<file path="config.mk">
export PLATFORM = sky130hd
export DESIGN_NAME = fpec_ctrl
export DESIGN_NICKNAME = d
export VERILOG_FILES = /design/src/fpec_pkg.sv /design/src/fpec_dl_engine.sv /design/src/fpec_ctrl.sv
export VERILOG_INCLUDE_DIRS = /design/src
export SDC_FILE = /design/constraint.sdc
export NUM_CORES = 1
export LEC_CHECK = 0
export BUFFER_PORTS_ARGS = -buffer_cell sky130_fd_sc_hd__buf_2
export CAP_MARGIN = 20
export CORE_MARGIN = 2
export CORE_UTILIZATION = 56
export CTS_CLUSTER_DIAMETER = 40
export DETAILED_ROUTE_END_ITERATION = 12
export GPL_TIMING_DRIVEN = 0
export PLACE_DENSITY = 0.86
export SYNTH_ARGS = -nofsm -noshare
export SYNTH_HDL_FRONTEND = slang
export SYNTH_SLANG_ARGS = --single-unit
</file>
<file path="constraint.sdc">
create_clock -name clk_sys -period 4.8 [get_ports clk_sys]
set_input_delay 0.72 -clock clk_sys [delete_from_list [all_inputs] [get_ports clk_sys]]
set_output_delay 0.72 -clock clk_sys [all_outputs]
set_load 0.03 [all_outputs]
</file>
<file path="src/fpec_regs.svh">
`ifndef FPEC_REGS_SVH
`define FPEC_REGS_SVH

// Register byte addresses on the APB
`define FPEC_ADDR_CCS      12'h000
`define FPEC_ADDR_PRS      12'h004
`define FPEC_ADDR_ERS      12'h008
`define FPEC_ADDR_KEY      12'h00C
`define FPEC_ADDR_TDA      12'h010

// Field positions
`define FPEC_CCS_ERR_BIT   4
`define FPEC_CCS_REQ_BIT   0
`define FPEC_SEL_BIT       0

// Reset values
`define FPEC_CCS_RSV7_INIT 1'b1
`define FPEC_SEL_INIT      1'b0
`define FPEC_ERR_INIT      1'b0
`define FPEC_KEY_INIT      8'h00
`define FPEC_TDA_INIT      8'h00

// Key codes
`define FPEC_KEY_DOWNLOAD  8'hA5
`define FPEC_KEY_PROGERASE 8'h5A

// Routine storage and download length
`define FPEC_PROG_SRC      16'h0000
`define FPEC_ERASE_SRC     16'h0100
`define FPEC_ROUTINE_LAST  16'h00FF

// Lengthened reset after an error: 100 us at 40 ns per cycle
`define FPEC_ERR_RST_CYCLES 2500

`endif

</file>
<file path="src/fpec_pkg.sv">
package fpec_pkg;

   // Download engine states
   typedef enum logic [1:0] {DL_IDLE, DL_FETCH, DL_COPY} fpec_dl_e;

   // Illegal events that the core reports while flash is busy
   typedef struct packed {
      logic irq;
      logic flashRead;
      logic sleep;
      logic otherMaster;
   } fpec_evt_s;

   // One byte write into on-chip RAM
   typedef struct packed {
      logic        en;
      logic [15:0] addr;
      logic [7:0]  data;
   } fpec_ramwr_s;

endpackage : fpec_pkg

</file>
<file path="src/fpec_dl_engine.sv">
`timescale 1ns/10ps
`include "fpec_regs.svh"

module fpec_dl_engine
   import fpec_pkg::*;
(
   input  wire logic        clk_sys,
   input  wire logic        sys_rst,
   input  wire logic        abort,
   input  wire logic        start,
   input  wire logic [15:0] srcBase,
   input  wire logic [15:0] dstBase,
   input  wire logic [7:0]  romData,
   output logic      [15:0] romAddr,
   output fpec_ramwr_s      ramWr,
   output logic             busy,
   output logic             done
);

   fpec_dl_e    state_r;
   logic [15:0] idx_r;
   logic [15:0] src_r;
   logic [15:0] dst_r;
   logic [15:0] romAddr_r;
   fpec_ramwr_s ramWr_r;
   logic        done_r;
   logic        busy_r;

   // Copy loop: fetch a routine byte, then write it to RAM
   always_ff @(posedge clk_sys or posedge sys_rst)
   begin
      if (sys_rst)
      begin
         state_r   <= DL_IDLE;
         idx_r     <= 16'h0000;
         src_r     <= 16'h0000;
         dst_r     <= 16'h0000;
         romAddr_r <= 16'h0000;
         ramWr_r   <= '0;
         done_r    <= 1'b0;
         busy_r    <= 1'b0;
      end
      else
      begin
         ramWr_r.en <= 1'b0;
         done_r     <= 1'b0;
         if (abort)
         begin
            state_r <= DL_IDLE;
            busy_r  <= 1'b0;
         end
         else
         begin
            case (state_r)
               DL_IDLE:
               begin
                  if (start)
                  begin
                     src_r     <= srcBase;
                     dst_r     <= dstBase;
                     idx_r     <= 16'h0000;
                     romAddr_r <= srcBase;
                     busy_r    <= 1'b1;
                     state_r   <= DL_FETCH;
                  end
               end
               DL_FETCH:
                  state_r <= DL_COPY;
               DL_COPY:
               begin
                  ramWr_r.en   <= 1'b1; // RQ13
                  ramWr_r.addr <= dst_r + idx_r;
                  ramWr_r.data <= romData;
                  if (idx_r == `FPEC_ROUTINE_LAST)
                  begin
                     done_r  <= 1'b1;
                     busy_r  <= 1'b0;
                     state_r <= DL_IDLE;
                  end
                  else
                  begin
                     idx_r     <= idx_r + 16'h0001;
                     romAddr_r <= src_r + idx_r + 16'h0001;
                     state_r   <= DL_FETCH;
                  end
               end
               default:
               begin
                  state_r <= DL_IDLE;
                  busy_r  <= 1'b0;
               end
            endcase
         end
      end
   end

   assign romAddr = romAddr_r;
   assign ramWr   = ramWr_r;
   assign busy    = busy_r;
   assign done    = done_r;

   chk_copy_starts: assert property (@(posedge clk_sys) disable iff (sys_rst) // RQ13
      (start && !abort && state_r == DL_IDLE) |=> ##2 (ramWr_r.en && ramWr_r.addr == $past(dstBase, 3)))
      else $error("download did not write first byte to target");

endmodule : fpec_dl_engine

</file>
<file path="src/fpec_ctrl.sv">
// Summary of operation
// RQ1 - All interface registers are eight bits wide, reached by byte accesses.
// RQ2 - Power-on reset and both standby entries restore initial register values.
// RQ3 - Software standby leaves the flash error flag untouched.
// RQ4 - Control bit 7 reads 0; software writes 1; initial value 1.
// RQ5 - Other reserved bits read 0; software writes 0 to them.
// RQ6 - Error flag bit 4 starts 0; when set, programming and erasing blocked.
// RQ7 - Interrupt or NMI during programming or erasing sets the error flag.
// RQ8 - Flash array read during programming or erasing sets the error flag.
// RQ9 - Sleep instruction during programming or erasing sets the error flag.
// RQ10 - Another bus master taking the bus during programming sets the flag.
// RQ11 - Only power-on reset or hardware standby clears the error flag.
// RQ12 - After an error, reset must be held 100 us before release.
// RQ13 - Download request copies the selected routine into RAM at target address.
// RQ14 - Download request accepted only with key A5 and execution from RAM.
// RQ15 - Software runs four no-operations right after requesting a download.
// RQ16 - Download request clears when the copy completes; never reads as 1.
// RQ17 - System keeps interrupts disabled while a download is in progress.
// RQ18 - Program select bit 0 chooses programming routine; cleared when copy completes.
// RQ19 - Erase select bit 0 chooses erasing routine; cleared when copy completes.
// RQ20 - Programming or erasing is enabled only while the key holds 5A.
// RQ21 - Writes to the error flag and reserved bits change nothing.
//
// The address map and the APB interface to the registers were decided locally.
`timescale 1ns/10ps
`include "fpec_regs.svh"

module fpec_ctrl
   import fpec_pkg::*;
(
   input  wire logic        clk_sys,
   input  wire logic        sys_rst,
   input  wire logic        psel,
   input  wire logic        penable,
   input  wire logic        pwrite,
   input  wire logic [11:0] paddr,
   input  wire logic [31:0] pwdata,
   input  wire logic [3:0]  pstrb,
   output logic      [31:0] prdata,
   output logic             pready,
   output logic             pslverr,
   input  wire logic        hwStandby,
   input  wire logic        swStandby,
   input  wire logic        progEraseActive,
   input  wire logic        execFromRam,
   input  wire fpec_evt_s   errEvt,
   input  wire logic [7:0]  romData,
   output logic      [15:0] romAddr,
   output fpec_ramwr_s      ramWr,
   output logic             flashErrProtect,
   output logic             progEraseEnable,
   output logic             downloadBusy
);

   logic        hwSb1_r;
   logic        hwSb2_r;
   logic        stbyClr;
   logic        errFlag_r;
   logic        dlReq_r;
   logic        progSel_r;
   logic        eraseSel_r;
   logic [7:0]  key_r;
   logic [7:0]  tda_r;
   logic        peEnable_r;
   logic [31:0] prdata_r;
   logic        pready_r;
   logic        pslverr_r;
   logic        setupCyc;
   logic        wrAcc;
   logic        wrCcs;
   logic        wrPrs;
   logic        wrErs;
   logic        wrKey;
   logic        wrTda;
   logic        mapped;
   logic        errEvent;
   logic        dlAccept;
   logic        dlDone;
   logic [15:0] srcBase;
   logic [15:0] dstBase;

   // Hardware standby pin passes two flip-flops
   always_ff @(posedge clk_sys or posedge sys_rst)
   begin
      if (sys_rst)
      begin
         hwSb1_r <= 1'b0;
         hwSb2_r <= 1'b0;
      end
      else
      begin
         hwSb1_r <= hwStandby;
         hwSb2_r <= hwSb1_r;
      end
   end

   // Either standby returns the interface registers to initial values, except the error flag under software standby
   assign stbyClr = hwSb2_r | swStandby; // RQ2

   // APB decode; only the low byte lane carries register data
   assign setupCyc = psel & ~penable;
   assign wrAcc    = psel & penable & pready_r & pwrite & pstrb[0] & ~pslverr_r; // RQ1
   assign wrCcs    = wrAcc & (paddr == `FPEC_ADDR_CCS);
   assign wrPrs    = wrAcc & (paddr == `FPEC_ADDR_PRS);
   assign wrErs    = wrAcc & (paddr == `FPEC_ADDR_ERS);
   assign wrKey    = wrAcc & (paddr == `FPEC_ADDR_KEY);
   assign wrTda    = wrAcc & (paddr == `FPEC_ADDR_TDA);

   // Address map check
   always_comb
   begin
      case (paddr)
         `FPEC_ADDR_CCS,
         `FPEC_ADDR_PRS,
         `FPEC_ADDR_ERS,
         `FPEC_ADDR_KEY,
         `FPEC_ADDR_TDA: mapped = 1'b1;
         default:        mapped = 1'b0;
      endcase
   end

   // Ready and error answer during the access phase
   always_ff @(posedge clk_sys or posedge sys_rst)
   begin
      if (sys_rst)
      begin
         pready_r  <= 1'b0;
         pslverr_r <= 1'b0;
      end
      else
      begin
         pready_r  <= setupCyc;
         pslverr_r <= setupCyc & ~mapped;
      end
   end

   // Read data captured in the setup cycle; reserved bits read zero
   always_ff @(posedge clk_sys or posedge sys_rst)
   begin
      if (sys_rst)
         prdata_r <= 32'h0000_0000;
      else if (setupCyc)
      begin
         prdata_r <= 32'h0000_0000; // RQ5
         if (!pwrite)
         begin
            case (paddr)
               `FPEC_ADDR_CCS: prdata_r[`FPEC_CCS_ERR_BIT] <= errFlag_r; // RQ4 RQ16
               `FPEC_ADDR_PRS: prdata_r[`FPEC_SEL_BIT]     <= progSel_r;
               `FPEC_ADDR_ERS: prdata_r[`FPEC_SEL_BIT]     <= eraseSel_r;
               `FPEC_ADDR_KEY: prdata_r[7:0]               <= key_r;
               `FPEC_ADDR_TDA: prdata_r[7:0]               <= tda_r;
               default:        prdata_r                    <= 32'h0000_0000;
            endcase
         end
      end
   end

   // Illegal events only count while programming or erasing runs
   assign errEvent = progEraseActive &
                     (errEvt.irq | errEvt.flashRead | errEvt.sleep | errEvt.otherMaster); // RQ7 RQ8 RQ9 RQ10

   // Error flag: sticky, ignores writes and software standby
   always_ff @(posedge clk_sys or posedge sys_rst)
   begin
      if (sys_rst)
         errFlag_r <= `FPEC_ERR_INIT;
      else if (hwSb2_r)
         errFlag_r <= `FPEC_ERR_INIT; // RQ11 RQ3
      else if (errEvent)
         errFlag_r <= 1'b1; // RQ6
   end

   // Key register
   always_ff @(posedge clk_sys or posedge sys_rst)
   begin
      if (sys_rst)
         key_r <= `FPEC_KEY_INIT;
      else if (stbyClr)
         key_r <= `FPEC_KEY_INIT;
      else if (wrKey)
         key_r <= pwdata[7:0];
   end

   // Download target address register
   always_ff @(posedge clk_sys or posedge sys_rst)
   begin
      if (sys_rst)
         tda_r <= `FPEC_TDA_INIT;
      else if (stbyClr)
         tda_r <= `FPEC_TDA_INIT;
      else if (wrTda)
         tda_r <= pwdata[7:0];
   end

   // Download request needs the key, execution from RAM and a selected routine
   assign dlAccept  = wrCcs & pwdata[`FPEC_CCS_REQ_BIT] & (key_r == `FPEC_KEY_DOWNLOAD) &
                      execFromRam & ~dlReq_r & (progSel_r | eraseSel_r); // RQ14
   assign srcBase   = progSel_r ? `FPEC_PROG_SRC : `FPEC_ERASE_SRC;
   assign dstBase   = {tda_r, 8'h00};

   // Download request bit, cleared by completion
   always_ff @(posedge clk_sys or posedge sys_rst)
   begin
      if (sys_rst)
         dlReq_r <= 1'b0;
      else if (stbyClr)
         dlReq_r <= 1'b0;
      else if (dlAccept)
         dlReq_r <= 1'b1;
      else if (dlDone)
         dlReq_r <= 1'b0; // RQ16
   end

   // Programming routine select; a write wins over completion
   always_ff @(posedge clk_sys or posedge sys_rst)
   begin
      if (sys_rst)
         progSel_r <= `FPEC_SEL_INIT;
      else if (stbyClr)
         progSel_r <= `FPEC_SEL_INIT;
      else if (wrPrs)
         progSel_r <= pwdata[`FPEC_SEL_BIT]; // RQ21
      else if (dlDone)
         progSel_r <= 1'b0; // RQ18
   end

   // Erasing routine select; a write wins over completion
   always_ff @(posedge clk_sys or posedge sys_rst)
   begin
      if (sys_rst)
         eraseSel_r <= `FPEC_SEL_INIT;
      else if (stbyClr)
         eraseSel_r <= `FPEC_SEL_INIT;
      else if (wrErs)
         eraseSel_r <= pwdata[`FPEC_SEL_BIT];
      else if (dlDone)
         eraseSel_r <= 1'b0; // RQ19
   end

   // Flash may be programmed or erased only with the right key and no error
   always_ff @(posedge clk_sys or posedge sys_rst)
   begin
      if (sys_rst)
         peEnable_r <= 1'b0;
      else
         peEnable_r <= (key_r == `FPEC_KEY_PROGERASE) & ~errFlag_r & ~hwSb2_r; // RQ20 RQ6
   end

   // Routine copy engine
   fpec_dl_engine u_dl_engine (
      .clk_sys (clk_sys),
      .sys_rst (sys_rst),
      .abort   (stbyClr),
      .start   (dlAccept),
      .srcBase (srcBase),
      .dstBase (dstBase),
      .romData (romData),
      .romAddr (romAddr),
      .ramWr   (ramWr),
      .busy    (downloadBusy),
      .done    (dlDone)
   );

   assign prdata          = prdata_r;
   assign pready          = pready_r;
   assign pslverr         = pslverr_r;
   assign flashErrProtect = errFlag_r;
   assign progEraseEnable = peEnable_r;

   // Checks on the control and program select register read images
   chk_ccs_read_zero: assert property (@(posedge clk_sys) disable iff (sys_rst) // RQ4
      (setupCyc && !pwrite && paddr == `FPEC_ADDR_CCS) |=>
         (prdata_r[7:5] == 3'b000 && prdata_r[3:0] == 4'h0 && prdata_r[4] == $past(errFlag_r)))
      else $error("control register read image wrong");

   chk_sel_read_zero: assert property (@(posedge clk_sys) disable iff (sys_rst) // RQ5
      (setupCyc && !pwrite && paddr == `FPEC_ADDR_PRS) |=>
         (prdata_r[31:1] == 31'h0 && prdata_r[0] == $past(progSel_r)))
      else $error("select register read image wrong");

   // Checks on the error flag
   chk_err_irq_set: assert property (@(posedge clk_sys) disable iff (sys_rst) // RQ7
      (progEraseActive && errEvt.irq && !hwSb2_r) |=> (errFlag_r && flashErrProtect))
      else $error("interrupt during flash work did not set error");

   chk_err_read_set: assert property (@(posedge clk_sys) disable iff (sys_rst) // RQ8
      (progEraseActive && errEvt.flashRead && !hwSb2_r) |=> errFlag_r)
      else $error("flash read during flash work did not set error");

   chk_err_sleep_set: assert property (@(posedge clk_sys) disable iff (sys_rst) // RQ9
      (progEraseActive && errEvt.sleep && !hwSb2_r) |=> errFlag_r)
      else $error("sleep during flash work did not set error");

   chk_err_master_set: assert property (@(posedge clk_sys) disable iff (sys_rst) // RQ10
      (progEraseActive && errEvt.otherMaster && !hwSb2_r) |=> errFlag_r)
      else $error("other bus master did not set error");

   chk_err_sticky: assert property (@(posedge clk_sys) disable iff (sys_rst) // RQ11
      (errFlag_r && !hwSb2_r) |=> errFlag_r)
      else $error("error flag cleared without hardware standby");

   chk_err_no_event: assert property (@(posedge clk_sys) disable iff (sys_rst) // RQ21
      (!errFlag_r && !errEvent) |=> !errFlag_r)
      else $error("error flag set without an event");

   chk_err_block_pe: assert property (@(posedge clk_sys) disable iff (sys_rst) // RQ6
      errFlag_r |=> !progEraseEnable)
      else $error("flash left enabled under error");

   // Checks on standby, key and download flow
   chk_sw_standby_init: assert property (@(posedge clk_sys) disable iff (sys_rst) // RQ2
      swStandby |=> (key_r == 8'h00 && tda_r == 8'h00 && !progSel_r && !eraseSel_r && !dlReq_r))
      else $error("software standby did not restore registers");

   chk_req_needs_key: assert property (@(posedge clk_sys) disable iff (sys_rst) // RQ14
      $rose(dlReq_r) |-> ($past(key_r) == 8'hA5 && $past(execFromRam) && $past(wrCcs)))
      else $error("download accepted without key or RAM execution");

   chk_pe_key: assert property (@(posedge clk_sys) disable iff (sys_rst) // RQ20
      progEraseEnable |-> ($past(key_r) == 8'h5A && !$past(errFlag_r)))
      else $error("flash enabled without program key");

   chk_dl_clears: assert property (@(posedge clk_sys) disable iff (sys_rst) // RQ18
      (dlDone && !stbyClr && !wrPrs) |=> (!dlReq_r && !progSel_r))
      else $error("download completion did not clear request and select");

   chk_req_busy: assert property (@(posedge clk_sys) disable iff (sys_rst) // RQ13
      (dlAccept && !stbyClr) |=> (downloadBusy && dlReq_r))
      else $error("download request did not start the copy");

   chk_ers_clears: assert property (@(posedge clk_sys) disable iff (sys_rst) // RQ19
      (dlDone && !stbyClr && !wrErs) |=> !eraseSel_r)
      else $error("download completion did not clear erase select");

   // Checks on software standby and byte strobe
   chk_sw_keeps_err: assert property (@(posedge clk_sys) disable iff (sys_rst) // RQ3
      (swStandby && !hwSb2_r && !errEvent) |=> (errFlag_r == $past(errFlag_r)))
      else $error("software standby changed the error flag");

   chk_strobe_ignored: assert property (@(posedge clk_sys) disable iff (sys_rst) // RQ1
      (psel && penable && pready_r && pwrite && !pstrb[0] && paddr == `FPEC_ADDR_KEY && !stbyClr) |=> $stable(key_r))
      else $error("write without low byte strobe changed the key");

endmodule : fpec_ctrl

</file>
==> results.md <==
* Status: completed
* 1st-iter DRT viols at 263
* Final instance area at 5780 sq um
* Clk_lat worst skew at 0.38 ns
* CTS Buffer Depth at 2
* Worst Path Buf+Inv at 2
* Setup crit start kind: input port
* Crit path from: paddr[9]
* CTS root buffer: clkbuf_8
* Grt total ovfl at 0
* CTS buffer count at 9
* Post-synth ARST share at 100%
* Syn Area/Cell at 10.1 sq um
* Setup_tns at 0 ns
* DIE WIDTH at 97.1 microns
* Fin. max-slew vios at 0
* Top cell type's share of synthesized area at 49.0%
* Min-delay worst type: flop to flop
* DRC errors left at 0
* Worst flop-to-flop path endpoint: u_dl_engine.idx_r[11]
* Slew @ Worst Pin at 0.650 ns
* Reg2Reg Depth at 7
* Core Util, Final at 69.6%
* Initial core utilization at 58.5%
* Die Height at just under 100 microns
* GRT Total Usage at 23.2%
* Cells after synthesis at around 480
* Routed wire per std cell at 14.5 microns
* Area Overhead vs Synth at 19.1%
* Crit path max fanout at 10
* Area leader, netlist: dfrtp_1
* Vias at approximately 3800
* Synth top area cells: dfrtp_1, nand2_1, buf_4, mux2i_1, nor2_1
* Clock-pin slew on the worst setup and hold paths at 0.09 ns
* Initial antenna violation count at 0
* CP peak stage delay at between 0.5 and 0.6 ns
* Delay-heaviest family, CP: simple AND/OR/NAND/NOR gates
* CP Capture Type: flop
* Final nets at 689
* Via-to-Cell Ratio at 5.32
* Worst path slowest cell: or4_4
* Peak supply drop at 141 uV
* Final Hold Viols at 0
* Port bufs at 94
* Post-synth EDFFs at 0
* Max-slew headroom at 56.3%
* Synth Register Bits at 95
* Core area at 8300 sq um
* DRT antenna net count at 0
* Fin crit period at 2.54 ns
* Std-Cell Rows at 33
* Num Clock Sinks at 95
* Leakage Power at between 3 and 4 nW
* Crit path kind: input port to flop
* Synth unique cells at 61
* H-tree levels at 3
* Critical path arrival at around 2.8 ns
* Drt pass-1 iters at 5
* Final RePlAce weighted congestion at 0.913
* Resized cells post-CTS at 0
* CTS tree: built
* Worst Hold End: hwSb2_r
* Hold Path Depth at 0
* Die area at around 9400 sq um
* Final clock skew at just under 0.009 ns
* Ant. Diodes at 0
* Final WL at ~10000 microns
* Setup Buffers After CTS at 0
* Vias in the first global route at 3768
* Reg2Reg Setup Slack at 2.32 ns
* FF-to-FF Start: u_dl_engine.idx_r[8]
* Critical Path RT at 5.06 ns
* Hold Path Origin: hwSb1_r
* First-pass GRT wire length at 18000 microns
* Fmax at 394 MHz
* RSZ-0062 raised after global routing: no
* Max-cap violations at 0
* Pin count of the biggest net entering global routing at 50
* Most frequent cells in the layout: buf_2, dfrtp_1, nand2_1
* Share of layout cells above drive strength 1 at approximately 28%
* Mapped cell area at 4850 sq um
* DP Area at 5570 sq um
* Seq/Total Area, Yosys at 49.0%
* P per Cell Area at 251 nW/um^2
* YS warnings at 0
* Finish-stage setup viols at 0
* Most used flip-flop cell after synthesis: dfrtp_1
* Fin crit share at 52.9%
* CP Cell Sequence: buf_2, or4_4, nor3_4, nand4_4, nor4_4, buf_6, mux2_4
* # hold bufs at CTS at 0
* IO Count at 147
* Placed wire-length estimate at 7780 microns
[worst reg2reg max path: stages (launching register included)]
cell      delay, ns
dfrtp_1        0.42
clkbuf_1       0.21
nor4_1         0.41
nand4_1        0.42
nand2_1        0.25
clkbuf_1       0.40
o21ai_0        0.17
a21oi_1        0.14
[worst max-delay path by stage]
stage	endpoint	slack (ns)	depth (start not counted)
detailed placement	u_dl_engine.dst_r[8]	1.86	7
global route	u_dl_engine.ramWr[9]	2.10	9
global placement	u_dl_engine.ramWr[12]	0.68	2
finish	u_dl_engine.dst_r[8]	2.26	7
floorplan	dlReq_r	1.60	1
CTS	u_dl_engine.dst_r[8]	2.25	7
[power breakdown]
| group | switching [mW] | internal, mW | total, mW |
|---|---|---|---|
| Sequential | 0.00192 | 0.802 | 0.804 |
| Combinational | 0.0658 | 0.0341 | 0.100 |
| Clock | 0.288 | 0.258 | 0.545 |
[cells in the mapped netlist (all sizes together) (3+ instances only)]
library cell / instances
clkbuf: 15
o22ai: 7
xnor2: 14
xor2: 13
nand2b: 5
nand2: 75
and3: 7
nor2: 42
a21oi: 9
nor3: 4
buf: 37
ha: 9
nand3b: 4
nor4: 6
a22oi: 7
nand4: 12
nand3: 12
or2: 3
o21ai: 13
inv: 18
nor2b: 6
mux2i: 17
or3: 7
dfrtp: 95
and2: 4
o41ai: 3
mux2: 11
and4: 3
[routing by layer]
metal	share of wire, %	routed length [microns]	up-vias	GRT usage, %
met1	44	4580	1828	31.0
met3	5.2	547	20	5.11
li1	-	-	1851	-
met2	49	5130	129	37.9
met5	0	0	-	0
met4	1.9	195	0	7.91
[logic make-up (layout without fill, tap and decap cells)]
group                    count (synthesis)  after routing  synth area share, %
adder cells (fa/ha/maj)                 10             10                 2.73
AO/OA/AOI/OAI                           52             52                 7.07
XOR/XNOR                                27             27                 4.87
multiplexers                            28             28                 6.37
flip-flops                              95             95                 49.0
buffers and inverters                   70            181                 8.38
AND/OR/NAND/NOR                        198            198                 21.5
other                                    1             24               0.0773
[final cells by class]
type / instances / area, sq um
Multi-Input combinational cell: 339 / 2150
Clock inverter: 6 / 68.8
Tap cell: 105 / 131
Clock buffer: 10 / 138
Inverter: 18 / 70.1
Sequential cell: 95 / 2380
Buffer: 52 / 339
Fill cell: 625 / 2520
Timing Repair Buffer: 95 / 498
[registers in the layout, indices dropped and copies added, names as in the netlist, 2 cells and up]
register and flops:
u_dl_engine.ramWr 25, u_dl_engine.dst_r 8, u_dl_engine.state_r 2, u_dl_engine.idx_r 16, prdata 8, key_r 8, u_dl_engine.romAddr 8, tda_r 8
[metrics by stage]
stage	power [mW]	setup slack (ns)	hold slack, ns	cells
final	1.45	2.26	0.353	720
after floorplan	0.889	1.60	0.331	504
after CTS	1.46	2.25	0.358	720
after detailed placement	0.920	1.86	0.342	704
after global placement	0.915	0.683	0.332	703
after global routing	1.51	2.10	0.375	720
(Power assumes the default switching activity.)
